<file path="src/logic/irq_status_pkg.sv">
// Shared constants and carriers for the interrupt event and mask block.
// Assumes a 32-bit classic Wishbone register bus and one 200 MHz clock.
package irq_status_pkg;

  localparam logic [7:0]  STATUS_OFFSET     = 8'h58;
  localparam logic [7:0]  MASK_OFFSET       = 8'h5C;
  localparam logic [7:0]  CONTROL_OFFSET    = 8'h60;
  localparam logic [7:0]  WAKE_OFFSET       = 8'h64;
  localparam logic [7:0]  THRESHOLD_OFFSET  = 8'h68;

  localparam int SOFTWARE_BIT     = 31;
  localparam int TX_HALT_BIT      = 25;
  localparam int RX_HALT_BIT      = 24;
  localparam int DROP_MID_BIT     = 23;
  localparam int LOADED_BIT       = 21;
  localparam int RX_COUNT_BIT     = 20;
  localparam int TIMER_WRAP_BIT   = 19;
  localparam int TRANSCEIVER_BIT  = 18;
  localparam int POWER_BIT        = 17;
  localparam int TX_STAT_OVF_BIT  = 16;
  localparam int OVERSIZE_BIT     = 15;
  localparam int RX_ERROR_BIT     = 14;
  localparam int TX_ERROR_BIT     = 13;
  localparam int TX_OVERRUN_BIT   = 10;
  localparam int TX_SPACE_BIT     = 9;
  localparam int TX_STAT_FULL_BIT = 8;
  localparam int TX_STAT_LVL_BIT  = 7;
  localparam int DROPPED_BIT      = 6;
  localparam int RX_STAT_FULL_BIT = 4;
  localparam int RX_STAT_LVL_BIT  = 3;

  // Implemented status and mask bits; all others are reserved
  localparam logic [31:0] IMPLEMENTED_MASK  = 32'h83BF_E7DF;
  localparam logic [31:0] MASK_RESET        = 32'h0000_0000;
  localparam logic [31:0] STATUS_RESET      = 32'h0000_0000;
  localparam logic [31:0] DROP_MIDPOINT     = 32'h8000_0000;
  localparam logic [15:0] TIMER_WRAP_VALUE  = 16'hFFFF;
  localparam logic [7:0]  SPACE_LEVEL_RESET = 8'h48;
  localparam int          SPACE_BLOCK_BYTES = 64;
  localparam int          OVERSIZE_BYTES    = 2048;
  localparam int          LENGTH_WIDTH      = 14;
  localparam int          SPACE_WIDTH       = 14;
  localparam int          CONTROL_OUT_EN    = 8;
  localparam int          CONTROL_MASTER    = 12;

  typedef struct packed {
    logic        cyc;
    logic        stb;
    logic        we;
    logic [7:0]  adr;
    logic [3:0]  sel;
    logic [31:0] dat;
  } bus_request_type;

  typedef struct packed {
    logic        tx_halt_requested;
    logic        tx_halted;
    logic        rx_halted;
    logic        drop_count_inc;
    logic [31:0] drop_count;
    logic        buffer_loaded;
    logic        completion_notify_flag;
    logic        rx_word_read;
    logic        timer_dec;
    logic [15:0] timer_count;
    logic        transceiver_irq;
    logic        power_event;
    logic        tx_status_overflow;
    logic        frame_end;
    logic [13:0] frame_length;
    logic        rx_error;
    logic        tx_error;
    logic        tx_data_write;
    logic        tx_data_full;
    logic [13:0] tx_free_bytes;
    logic        tx_status_full;
    logic        tx_status_level;
    logic        frame_dropped;
    logic        rx_status_full;
    logic        rx_status_level;
    logic [2:0]  pin_events;
  } event_sources_type;

endpackage : irq_status_pkg

</file>
<file path="src/logic/event_edge_detect.sv">
// Rising-edge detector for level-type event sources.
// Assumes sources are synchronous to CLK.
`timescale 1ns/10ps
`default_nettype none
module event_edge_detect (
  input  wire logic        clk,
  input  wire logic        rst,
  input  wire logic [7:0]  level_in,
  output logic      [7:0]  rise_pulse
);
  import irq_status_pkg::*;

  logic [7:0] level_reg;

  always_ff @(posedge clk or posedge rst) begin
    if (rst) begin
      level_reg <= 8'h00;
    end else begin
      level_reg <= level_in;
    end
  end

  assign rise_pulse = level_in & ~level_reg;
endmodule : event_edge_detect
`default_nettype wire

</file>
<file path="src/logic/irq_status_top.sv">
// Interrupt event flags, source mask and master request for the controller.
// Assumes a classic Wishbone master and event sources synchronous to CLK.
// Function
// RULE_01: Status register, write one clears bit.
// RULE_02: Software flag set by its enable bit.
// RULE_03: Transmit halted flag after requested stop.
// RULE_04: Receive halted flag when receiver stops.
// RULE_05: Drop counter reaching midpoint sets flag.
// RULE_06: Completed notify buffer load sets flag.
// RULE_07: Receive transfer count drained sets flag.
// RULE_08: Timer wrap to all ones sets flag.
// RULE_09: Transceiver bit mirrors input, writes ignored.
// RULE_10: Power event flag independent of wake signal.
// RULE_11: Wake only on write to test register.
// RULE_12: Power flag bypasses holdoff interval.
// RULE_13: Transmit status overflow sets flag.
// RULE_14: Frame above 2048 bytes sets flag.
// RULE_15: Receive and transmit errors set flags.
// RULE_16: Write to full transmit data FIFO.
// RULE_17: Transmit free space above threshold sets flag.
// RULE_18: Status FIFOs full set their flags.
// RULE_19: Status FIFOs at level set flags.
// RULE_20: Each dropped frame sets flag.
// RULE_21: Pin events set three low flags.
// RULE_22: Mask admits flags; flags record regardless.
// RULE_23: Master line is any flag with mask.
// RULE_24: Output enable clear holds output inactive.
// RULE_25: Space threshold counted in 64-byte blocks.
// RULE_26: Flags stay set; set beats clear.
// RULE_27: Reserved bits read zero, ignore writes.
//
// Design decision made here: the Wishbone interface to the registers.
`timescale 1ns/10ps
`default_nettype none
module irq_status_top (
  input  wire logic                              CLK,
  input  wire logic                              SYS_RST,
  input  wire irq_status_pkg::bus_request_type   BUS_REQ,
  output var  logic [31:0]                       BUS_DAT_O,
  output var  logic                              BUS_ACK,
  input  wire irq_status_pkg::event_sources_type EVENTS,
  output var  logic                              MASTER_IRQ,
  output var  logic                              IRQ_OUT,
  output var  logic                              HOLDOFF_PENDING,
  output var  logic                              LOW_POWER
);
  import irq_status_pkg::*;

  logic [31:0] flags_reg;
  logic [31:0] mask_reg;
  logic        out_enable_reg;
  logic [7:0]  space_level_reg;
  logic [11:0] transfer_count_reg;
  logic        sleep_request_reg;
  logic        power_down_reg;
  logic [31:0] set_pulse;
  logic [31:0] clear_pulse;
  logic [31:0] flags_view;
  logic [7:0]  level_in;
  logic [7:0]  rise_pulse;
  logic        access;
  logic        write_hit;
  logic [31:0] write_data;
  logic [31:0] read_next;
  logic        any_active;
  logic        space_above;
  logic        holdoff_reg;

  sticky_flag_bank u_flags (
    .clk         (CLK),
    .rst         (SYS_RST),
    .set_pulse   (set_pulse),
    .clear_pulse (clear_pulse),
    .flags_reg   (flags_reg)
  );

  event_edge_detect u_edges (
    .clk        (CLK),
    .rst        (SYS_RST),
    .level_in   (level_in),
    .rise_pulse (rise_pulse)
  );

  // Bus decode: one cycle answer, ack dropped after each beat
  assign access    = BUS_REQ.cyc && BUS_REQ.stb && !BUS_ACK;
  assign write_hit = access && BUS_REQ.we;

  always_comb begin
    write_data = 32'h0000_0000;
    for (int b = 0; b < 4; b++) begin
      if (BUS_REQ.sel[b]) begin
        write_data[8*b +: 8] = BUS_REQ.dat[8*b +: 8];
      end
    end
  end

  always_ff @(posedge CLK or posedge SYS_RST) begin
    if (SYS_RST) begin
      BUS_ACK <= 1'b0;
    end else begin
      BUS_ACK <= access;
    end
  end

  // Level sources turn into single events on their rising edge
  assign space_above = EVENTS.tx_free_bytes >
    (SPACE_WIDTH'(space_level_reg) * SPACE_WIDTH'(SPACE_BLOCK_BYTES)); // RULE_25
  assign level_in = {EVENTS.tx_halt_requested && EVENTS.tx_halted, // RULE_03
                     EVENTS.rx_halted,                              // RULE_04
                     space_above,                                   // RULE_17
                     EVENTS.tx_status_full,                         // RULE_18
                     EVENTS.rx_status_full,                         // RULE_18
                     EVENTS.tx_status_level,                        // RULE_19
                     EVENTS.rx_status_level,                        // RULE_19
                     1'b0};

  // Receive transfer countdown, reloadable by software
  always_ff @(posedge CLK or posedge SYS_RST) begin
    if (SYS_RST) begin
      transfer_count_reg <= 12'h000;
    end else if (write_hit && BUS_REQ.adr == THRESHOLD_OFFSET && BUS_REQ.sel[1]) begin
      transfer_count_reg <= {4'h0, write_data[15:8]};
    end else if (EVENTS.rx_word_read && transfer_count_reg != 12'h000) begin
      transfer_count_reg <= transfer_count_reg - 12'h001;
    end
  end

  always_comb begin
    set_pulse                   = 32'h0000_0000;
    set_pulse[SOFTWARE_BIT]     = write_hit && BUS_REQ.adr == MASK_OFFSET
                                  && BUS_REQ.sel[3] && write_data[SOFTWARE_BIT]
                                  && !mask_reg[SOFTWARE_BIT];       // RULE_02
    set_pulse[TX_HALT_BIT]      = rise_pulse[7];                    // RULE_03
    set_pulse[RX_HALT_BIT]      = rise_pulse[6];                    // RULE_04
    set_pulse[DROP_MID_BIT]     = EVENTS.drop_count_inc
                                  && EVENTS.drop_count == DROP_MIDPOINT - 32'h0000_0001; // RULE_05
    set_pulse[LOADED_BIT]       = EVENTS.buffer_loaded
                                  && EVENTS.completion_notify_flag; // RULE_06
    set_pulse[RX_COUNT_BIT]     = EVENTS.rx_word_read
                                  && transfer_count_reg == 12'h001; // RULE_07
    set_pulse[TIMER_WRAP_BIT]   = EVENTS.timer_dec
                                  && EVENTS.timer_count == ~TIMER_WRAP_VALUE; // RULE_08
    set_pulse[POWER_BIT]        = EVENTS.power_event;               // RULE_10
    set_pulse[TX_STAT_OVF_BIT]  = EVENTS.tx_status_overflow;        // RULE_13
    set_pulse[OVERSIZE_BIT]     = EVENTS.frame_end
      && EVENTS.frame_length > LENGTH_WIDTH'(OVERSIZE_BYTES);       // RULE_14
    set_pulse[RX_ERROR_BIT]     = EVENTS.rx_error;                  // RULE_15
    set_pulse[TX_ERROR_BIT]     = EVENTS.tx_error;                  // RULE_15
    set_pulse[TX_OVERRUN_BIT]   = EVENTS.tx_data_write
                                  && EVENTS.tx_data_full;           // RULE_16
    set_pulse[TX_SPACE_BIT]     = rise_pulse[5];                    // RULE_17
    set_pulse[TX_STAT_FULL_BIT] = rise_pulse[4];                    // RULE_18
    set_pulse[RX_STAT_FULL_BIT] = rise_pulse[3];                    // RULE_18
    set_pulse[TX_STAT_LVL_BIT]  = rise_pulse[2];                    // RULE_19
    set_pulse[RX_STAT_LVL_BIT]  = rise_pulse[1];                    // RULE_19
    set_pulse[DROPPED_BIT]      = EVENTS.frame_dropped;             // RULE_20
    set_pulse[2:0]              = EVENTS.pin_events;                // RULE_21
  end

  // Clear only implemented bits; the mirrored bit ignores writes
  assign clear_pulse = (write_hit && BUS_REQ.adr == STATUS_OFFSET)
                       ? (write_data & IMPLEMENTED_MASK) : 32'h0000_0000; // RULE_01

  always_comb begin
    flags_view                  = flags_reg;
    flags_view[TRANSCEIVER_BIT] = EVENTS.transceiver_irq; // RULE_09
  end

  // Mask register, reserved bits forced low
  always_ff @(posedge CLK or posedge SYS_RST) begin
    if (SYS_RST) begin
      mask_reg <= MASK_RESET;
    end else if (write_hit && BUS_REQ.adr == MASK_OFFSET) begin
      for (int b = 0; b < 4; b++) begin
        if (BUS_REQ.sel[b]) begin
          mask_reg[8*b +: 8] <= BUS_REQ.dat[8*b +: 8] & IMPLEMENTED_MASK[8*b +: 8]; // RULE_27
        end
      end
    end
  end

  // Control and threshold words
  always_ff @(posedge CLK or posedge SYS_RST) begin
    if (SYS_RST) begin
      out_enable_reg  <= 1'b0;
      space_level_reg <= SPACE_LEVEL_RESET;
    end else if (write_hit) begin
      if (BUS_REQ.adr == CONTROL_OFFSET && BUS_REQ.sel[1]) begin
        out_enable_reg <= BUS_REQ.dat[CONTROL_OUT_EN];
      end
      if (BUS_REQ.adr == THRESHOLD_OFFSET && BUS_REQ.sel[3]) begin
        space_level_reg <= BUS_REQ.dat[31:24];
      end
    end
  end

  // Power-down: entered by software, left only on a test register write
  always_ff @(posedge CLK or posedge SYS_RST) begin
    if (SYS_RST) begin
      sleep_request_reg <= 1'b0;
    end else if (write_hit && BUS_REQ.adr == CONTROL_OFFSET && BUS_REQ.sel[0]) begin
      sleep_request_reg <= BUS_REQ.dat[0];
    end else begin
      sleep_request_reg <= 1'b0;
    end
  end

  always_ff @(posedge CLK or posedge SYS_RST) begin
    if (SYS_RST) begin
      power_down_reg <= 1'b0;
    end else if (write_hit && BUS_REQ.adr == WAKE_OFFSET) begin
      power_down_reg <= 1'b0; // RULE_11
    end else if (sleep_request_reg) begin
      power_down_reg <= 1'b1; // RULE_11
    end
  end

  always_ff @(posedge CLK or posedge SYS_RST) begin
    if (SYS_RST) begin
      LOW_POWER <= 1'b0;
    end else begin
      LOW_POWER <= power_down_reg;
    end
  end

  // Master line and gated output
  assign any_active = |(flags_view & mask_reg); // RULE_22

  always_ff @(posedge CLK or posedge SYS_RST) begin
    if (SYS_RST) begin
      MASTER_IRQ <= 1'b0;
    end else begin
      MASTER_IRQ <= any_active; // RULE_23
    end
  end

  always_ff @(posedge CLK or posedge SYS_RST) begin
    if (SYS_RST) begin
      IRQ_OUT <= 1'b0;
    end else begin
      IRQ_OUT <= out_enable_reg && any_active; // RULE_24
    end
  end

  // Power sources need no holdoff; others may be held off outside
  assign holdoff_reg = |(flags_view & mask_reg & ~(32'h0000_0001 << POWER_BIT));

  always_ff @(posedge CLK or posedge SYS_RST) begin
    if (SYS_RST) begin
      HOLDOFF_PENDING <= 1'b0;
    end else begin
      HOLDOFF_PENDING <= holdoff_reg; // RULE_12
    end
  end

  // Read mux; unmapped reads return zero but still ack
  always_comb begin
    read_next = 32'h0000_0000;
    unique case (BUS_REQ.adr)
      STATUS_OFFSET:    read_next = flags_view & IMPLEMENTED_MASK;
      MASK_OFFSET:      read_next = mask_reg;
      CONTROL_OFFSET:   read_next = {19'h0_0000, MASTER_IRQ, 3'h0, out_enable_reg, 8'h00};
      WAKE_OFFSET:      read_next = {31'h0000_0000, power_down_reg};
      THRESHOLD_OFFSET: read_next = {space_level_reg, 8'h00, 4'h0, transfer_count_reg[11:8],
                                     transfer_count_reg[7:0]};
      default:          read_next = 32'h0000_0000;
    endcase
  end

  always_ff @(posedge CLK or posedge SYS_RST) begin
    if (SYS_RST) begin
      BUS_DAT_O <= 32'h0000_0000;
    end else if (access && !BUS_REQ.we) begin
      BUS_DAT_O <= read_next;
    end
  end
endmodule : irq_status_top
`default_nettype wire

</file>
<file path="src/logic/sticky_flag_bank.sv">
// Bank of sticky event flags with write-one-to-clear.
// Assumes single-cycle event and clear pulses on CLK.
`timescale 1ns/10ps
`default_nettype none
module sticky_flag_bank (
  input  wire logic        clk,
  input  wire logic        rst,
  input  wire logic [31:0] set_pulse,
  input  wire logic [31:0] clear_pulse,
  output var  logic [31:0] flags_reg
);
  import irq_status_pkg::*;

  genvar i;
  generate
    for (i = 0; i < 32; i++) begin : g_flag
      if (IMPLEMENTED_MASK[i] && i != TRANSCEIVER_BIT) begin : g_live
        // Set beats clear so a coincident event survives
        always_ff @(posedge clk or posedge rst) begin
          if (rst) begin
            flags_reg[i] <= STATUS_RESET[i];
          end else if (set_pulse[i]) begin
            flags_reg[i] <= 1'b1; // RULE_26
          end else if (clear_pulse[i]) begin
            flags_reg[i] <= 1'b0; // RULE_01
          end
        end
      end else begin : g_fixed
        // Reserved and mirrored positions hold no state here
        always_ff @(posedge clk or posedge rst) begin
          if (rst) begin
            flags_reg[i] <= 1'b0;
          end else begin
            flags_reg[i] <= 1'b0; // RULE_27
          end
        end
      end
    end
  endgenerate
endmodule : sticky_flag_bank
`default_nettype wire
</file>
<file path="config.mk">
export PLATFORM = sky130hd
export DESIGN_NAME = irq_status_top
export DESIGN_NICKNAME = d
export VERILOG_FILES = /design/src/logic/irq_status_pkg.sv /design/src/logic/event_edge_detect.sv /design/src/logic/irq_status_top.sv /design/src/logic/sticky_flag_bank.sv
export SDC_FILE = /design/constraint.sdc
export NUM_CORES = 1
export LEC_CHECK = 0
export BUFFER_PORTS_ARGS = -buffer_cell sky130_fd_sc_hd__clkbuf_2
export CORE_MARGIN = 4
export CORE_UTILIZATION = 50
export DETAILED_ROUTE_END_ITERATION = 10
export HOLD_SLACK_MARGIN = 0.06
export PLACE_DENSITY = 0.84
export SLEW_MARGIN = 20
export SYNTH_ARGS = -nofsm -noshare
export SYNTH_HDL_FRONTEND = slang
export SYNTH_SLANG_ARGS = --single-unit
</file>
<file path="constraint.sdc">
create_clock -name CLK -period 5.45 [get_ports CLK]
set_input_delay 0.2725 -clock CLK [delete_from_list [all_inputs] [get_ports CLK]]
set_output_delay 0.2725 -clock CLK [all_outputs]
set_load 0.05 [all_outputs]
</file>
==> qor.txt <==
Seq/Total Area, Yosys - 0.515
most frequent cells in the layout - clkbuf_2 (182), dfrtp_1 (109), nand2_1 (40), mux2_1 (25)
placed cell count - 787
TritonCTS clock tree - built
Die Y - 112 um
# diodes - 0
Static Leak - 3.22 nW
terminus of the critical flop-to-flop path - u_flags.flags_reg[20]$_DFFE_PP0P_
Top FF cell, synth - dfrtp_1
RSZ-0062 raised after global routing - no
post-DP HPWL - 11.9 mm
async set-reset flop share out of synthesis - 1.00
clk buf depth - 2
leading area contributor after synthesis - dfrtp_1
Max-slew headroom - 0.355
hold endpoint - u_flags.flags_reg[16]$_DFFE_PP0P_
Place WS - 2.36 ns
Sink Count - 111
gp weighted congestion - 0.882
hold depth - 2
Largest register FFs - 31
worst slew pin tran - 0.964 ns
via count - 4744
top cell type's share of synthesized area - 0.505
met1 Use GR - 0.323
Mean Syn Cell Area - 11.0 sq um
Post-Route WL - 15.5 mm
Die ar. - 12500 sq um
Yosys warnings - 0
Max Fclk - 367 MHz
Core Region - 10400 sq um
Initial Utilization - 0.518
R2R Setup Slk - 3.34 ns
Post-Layout Cell Count - 812
GRT overflow - 0
initial antenna violation count - 0
Mapped Cells - 491
pwr/cell area - 252 nW/um^2
Clk pin slew, worst setup/hold paths - 0.11 ns
IO Count - 186
outcome - completed
Min Hold Slack - 0.0771 ns
max cap viols - 0
Post-Syn Area - 5400 sq um
first-pass GRT wire length - 25.1 mm
HP Start - EVENTS[41]
# rows - 37
total iterations of the first detailed-routing run - 5
Final TNS setup - 0 ns
HP Class - in -> reg
vias per cell - 5.84
CTS Hold Bufs - 7
Most Crowded Layer GR - met2
Final nets - 831
Die X-Extent - 112 um
post-route setup slack - 2.73 ns
Clock Latency Late Sink - 0.37 ns
GR Layer Usage met2 - 0.419
clk_skew - 0.0106 ns
# Post-CTS Setup Buffers - 0
Crit. End Element - flip-flop
vias in the first global route - 5051
Syn Nets - 651
Filler cells - 848
drt drc - 0
Syn-to-layout area delta - 23.4%
startpoint types - primary input
fin. max-slew vios - 0
all-layer global routing usage - 0.248
Reg2Reg Depth - 4
TritonCTS Buffers - 9
VDD IR max - 0.165 mV
crit path time final - 2.72 ns
pin count of the biggest net entering global routing - 59
library cells used by synthesis - 56
CTS root buffer - clkbuf_8
routed length per instance - 19.1 um
Final Cycle Share - 0.500
crit path max fanout - 31
critical path type - in -> reg
Worst EP required - 5.76 ns
# setup viols final - 0
number of flops mapped to enable cells by yosys - 0
most common cell after layout, fill and taps aside - clkbuf_2
DRT antenna net count - 0
final hold vios - 0
fraction of layout cells with a size suffix above 1 - 0.343
Worst Path Arrival - 3.03 ns
CTS H-tree depth - 3
FF+latch count, synth - 111
PortBufs - 182
drt initial violations - 268
origin of the critical flop-to-flop path - BUS_ACK$_DFF_PP0_
leading cell types by total area after synthesis - dfrtp_1 (51%), mux2_1 (5.2%), mux2_2 (3.8%), a22o_1 (3.2%), nand2_1 (2.8%)
grt met3 use - 0.0603
post-CTS sizing - 0
cells in the mapped netlist (2+ instances only):
| library cell | number |
|---|---|
| nor2_1 | 13 |
| nand4b_1 | 2 |
| or4_1 | 7 |
| buf_4 | 3 |
| and2_1 | 4 |
| mux2i_1 | 12 |
| o21ai_0 | 8 |
| o211ai_1 | 2 |
| nor4b_1 | 3 |
| nand3_2 | 2 |
| nand2b_1 | 4 |
| dfstp_2 | 2 |
| inv_1 | 22 |
| and3_1 | 5 |
| or2_2 | 3 |
| ha_1 | 11 |
| nor2b_1 | 2 |
| or3_1 | 6 |
| a21oi_1 | 8 |
| a22oi_1 | 16 |
| a22o_1 | 20 |
| clkbuf_1 | 13 |
| dfrtp_1 | 109 |
| o2bb2ai_1 | 3 |
| nand4_1 | 22 |
| a221oi_1 | 4 |
| o21ai_1 | 22 |
| or4b_1 | 2 |
| nor3_1 | 2 |
| o41ai_1 | 2 |
| o22ai_1 | 2 |
| nand3_1 | 18 |
| mux2_2 | 18 |
| o31ai_1 | 3 |
| a211o_1 | 2 |
| mux2_1 | 25 |
| and4_1 | 3 |
| nor4_1 | 10 |
| buf_2 | 7 |
| nand2_1 | 40 |
| a21o_1 | 9 |
| nand3b_1 | 2 |
| a31oi_1 | 5 |
where the power goes:
group	switching, mW	internal, mW	total [mW]
logic	0.156	0.125	0.281
registers	0.0627	0.870	0.933
clock network	0.282	0.182	0.464
total	0.501	1.18	1.68
cell type report:
type                       instances  area [sq um]  area share
clock inverter                     6          45.0     0.00676
tap                              136           170      0.0255
inverter                          22          85.1      0.0128
timing repair buffer             193          1020       0.153
multi-input combinational        334          2430       0.364
clock buffer                      10           138      0.0207
sequential                       111          2780       0.417
routing by layer:
| layer | wire [um] | up-vias | share of wire |
|---|---|---|---|
| met5 | 0 | - | 0 |
| met4 | 204 | 0 | 0.013 |
| met3 | 1310 | 16 | 0.084 |
| met2 | 7690 | 218 | 0.50 |
| met1 | 6310 | 2313 | 0.41 |
| li1 | - | 2197 | - |
critical path: stages:
cell and delay [ns]:
clkbuf_2 0.50, nor4bb_1 0.77, and2_1 0.61, nor2b_1 0.64, a22o_1 0.23
worst max-delay path by stage:
| stage | endpoint | startpoint |
|---|---|---|
| 6_report | BUS_DAT_O[26]$_DFFE_PP0P_ | BUS_REQ[38] |
| 5_1_grt | BUS_DAT_O[11]$_DFFE_PP0P_ | BUS_REQ[38] |
| 4_1_cts | BUS_DAT_O[26]$_DFFE_PP0P_ | BUS_REQ[38] |
| 3_5_place_dp | BUS_DAT_O[26]$_DFFE_PP0P_ | BUS_REQ[38] |
| 3_3_place_gp | BUS_DAT_O[28]$_DFFE_PP0P_ | BUS_REQ[38] |
| 2_1_floorplan | BUS_ACK$_DFF_PP0_ | SYS_RST |
stage by stage:
step / area [sq um] / power [mW] / utilization
after floorplan: 5400 / 1.10 / -
after global placement: 6390 / 1.21 / 0.613
after detailed placement: 6390 / 1.22 / 0.613
after CTS: 6640 / 1.68 / 0.637
after global routing: 6660 / 1.76 / 0.639
final: 6660 / 1.68 / 0.639
cell families after synthesis:
kind of cell | count (synthesis) | share of synthesized area
simple gates | 157 | 0.169
buf+inv | 46 | 0.0357
fa+ha+maj | 11 | 0.0255
xor+xnor | 1 | 0.00162
mux | 55 | 0.112
compound gates | 109 | 0.140
flops | 111 | 0.515
other cells | 1 | 0.000695
(Power assumes the default switching activity.)
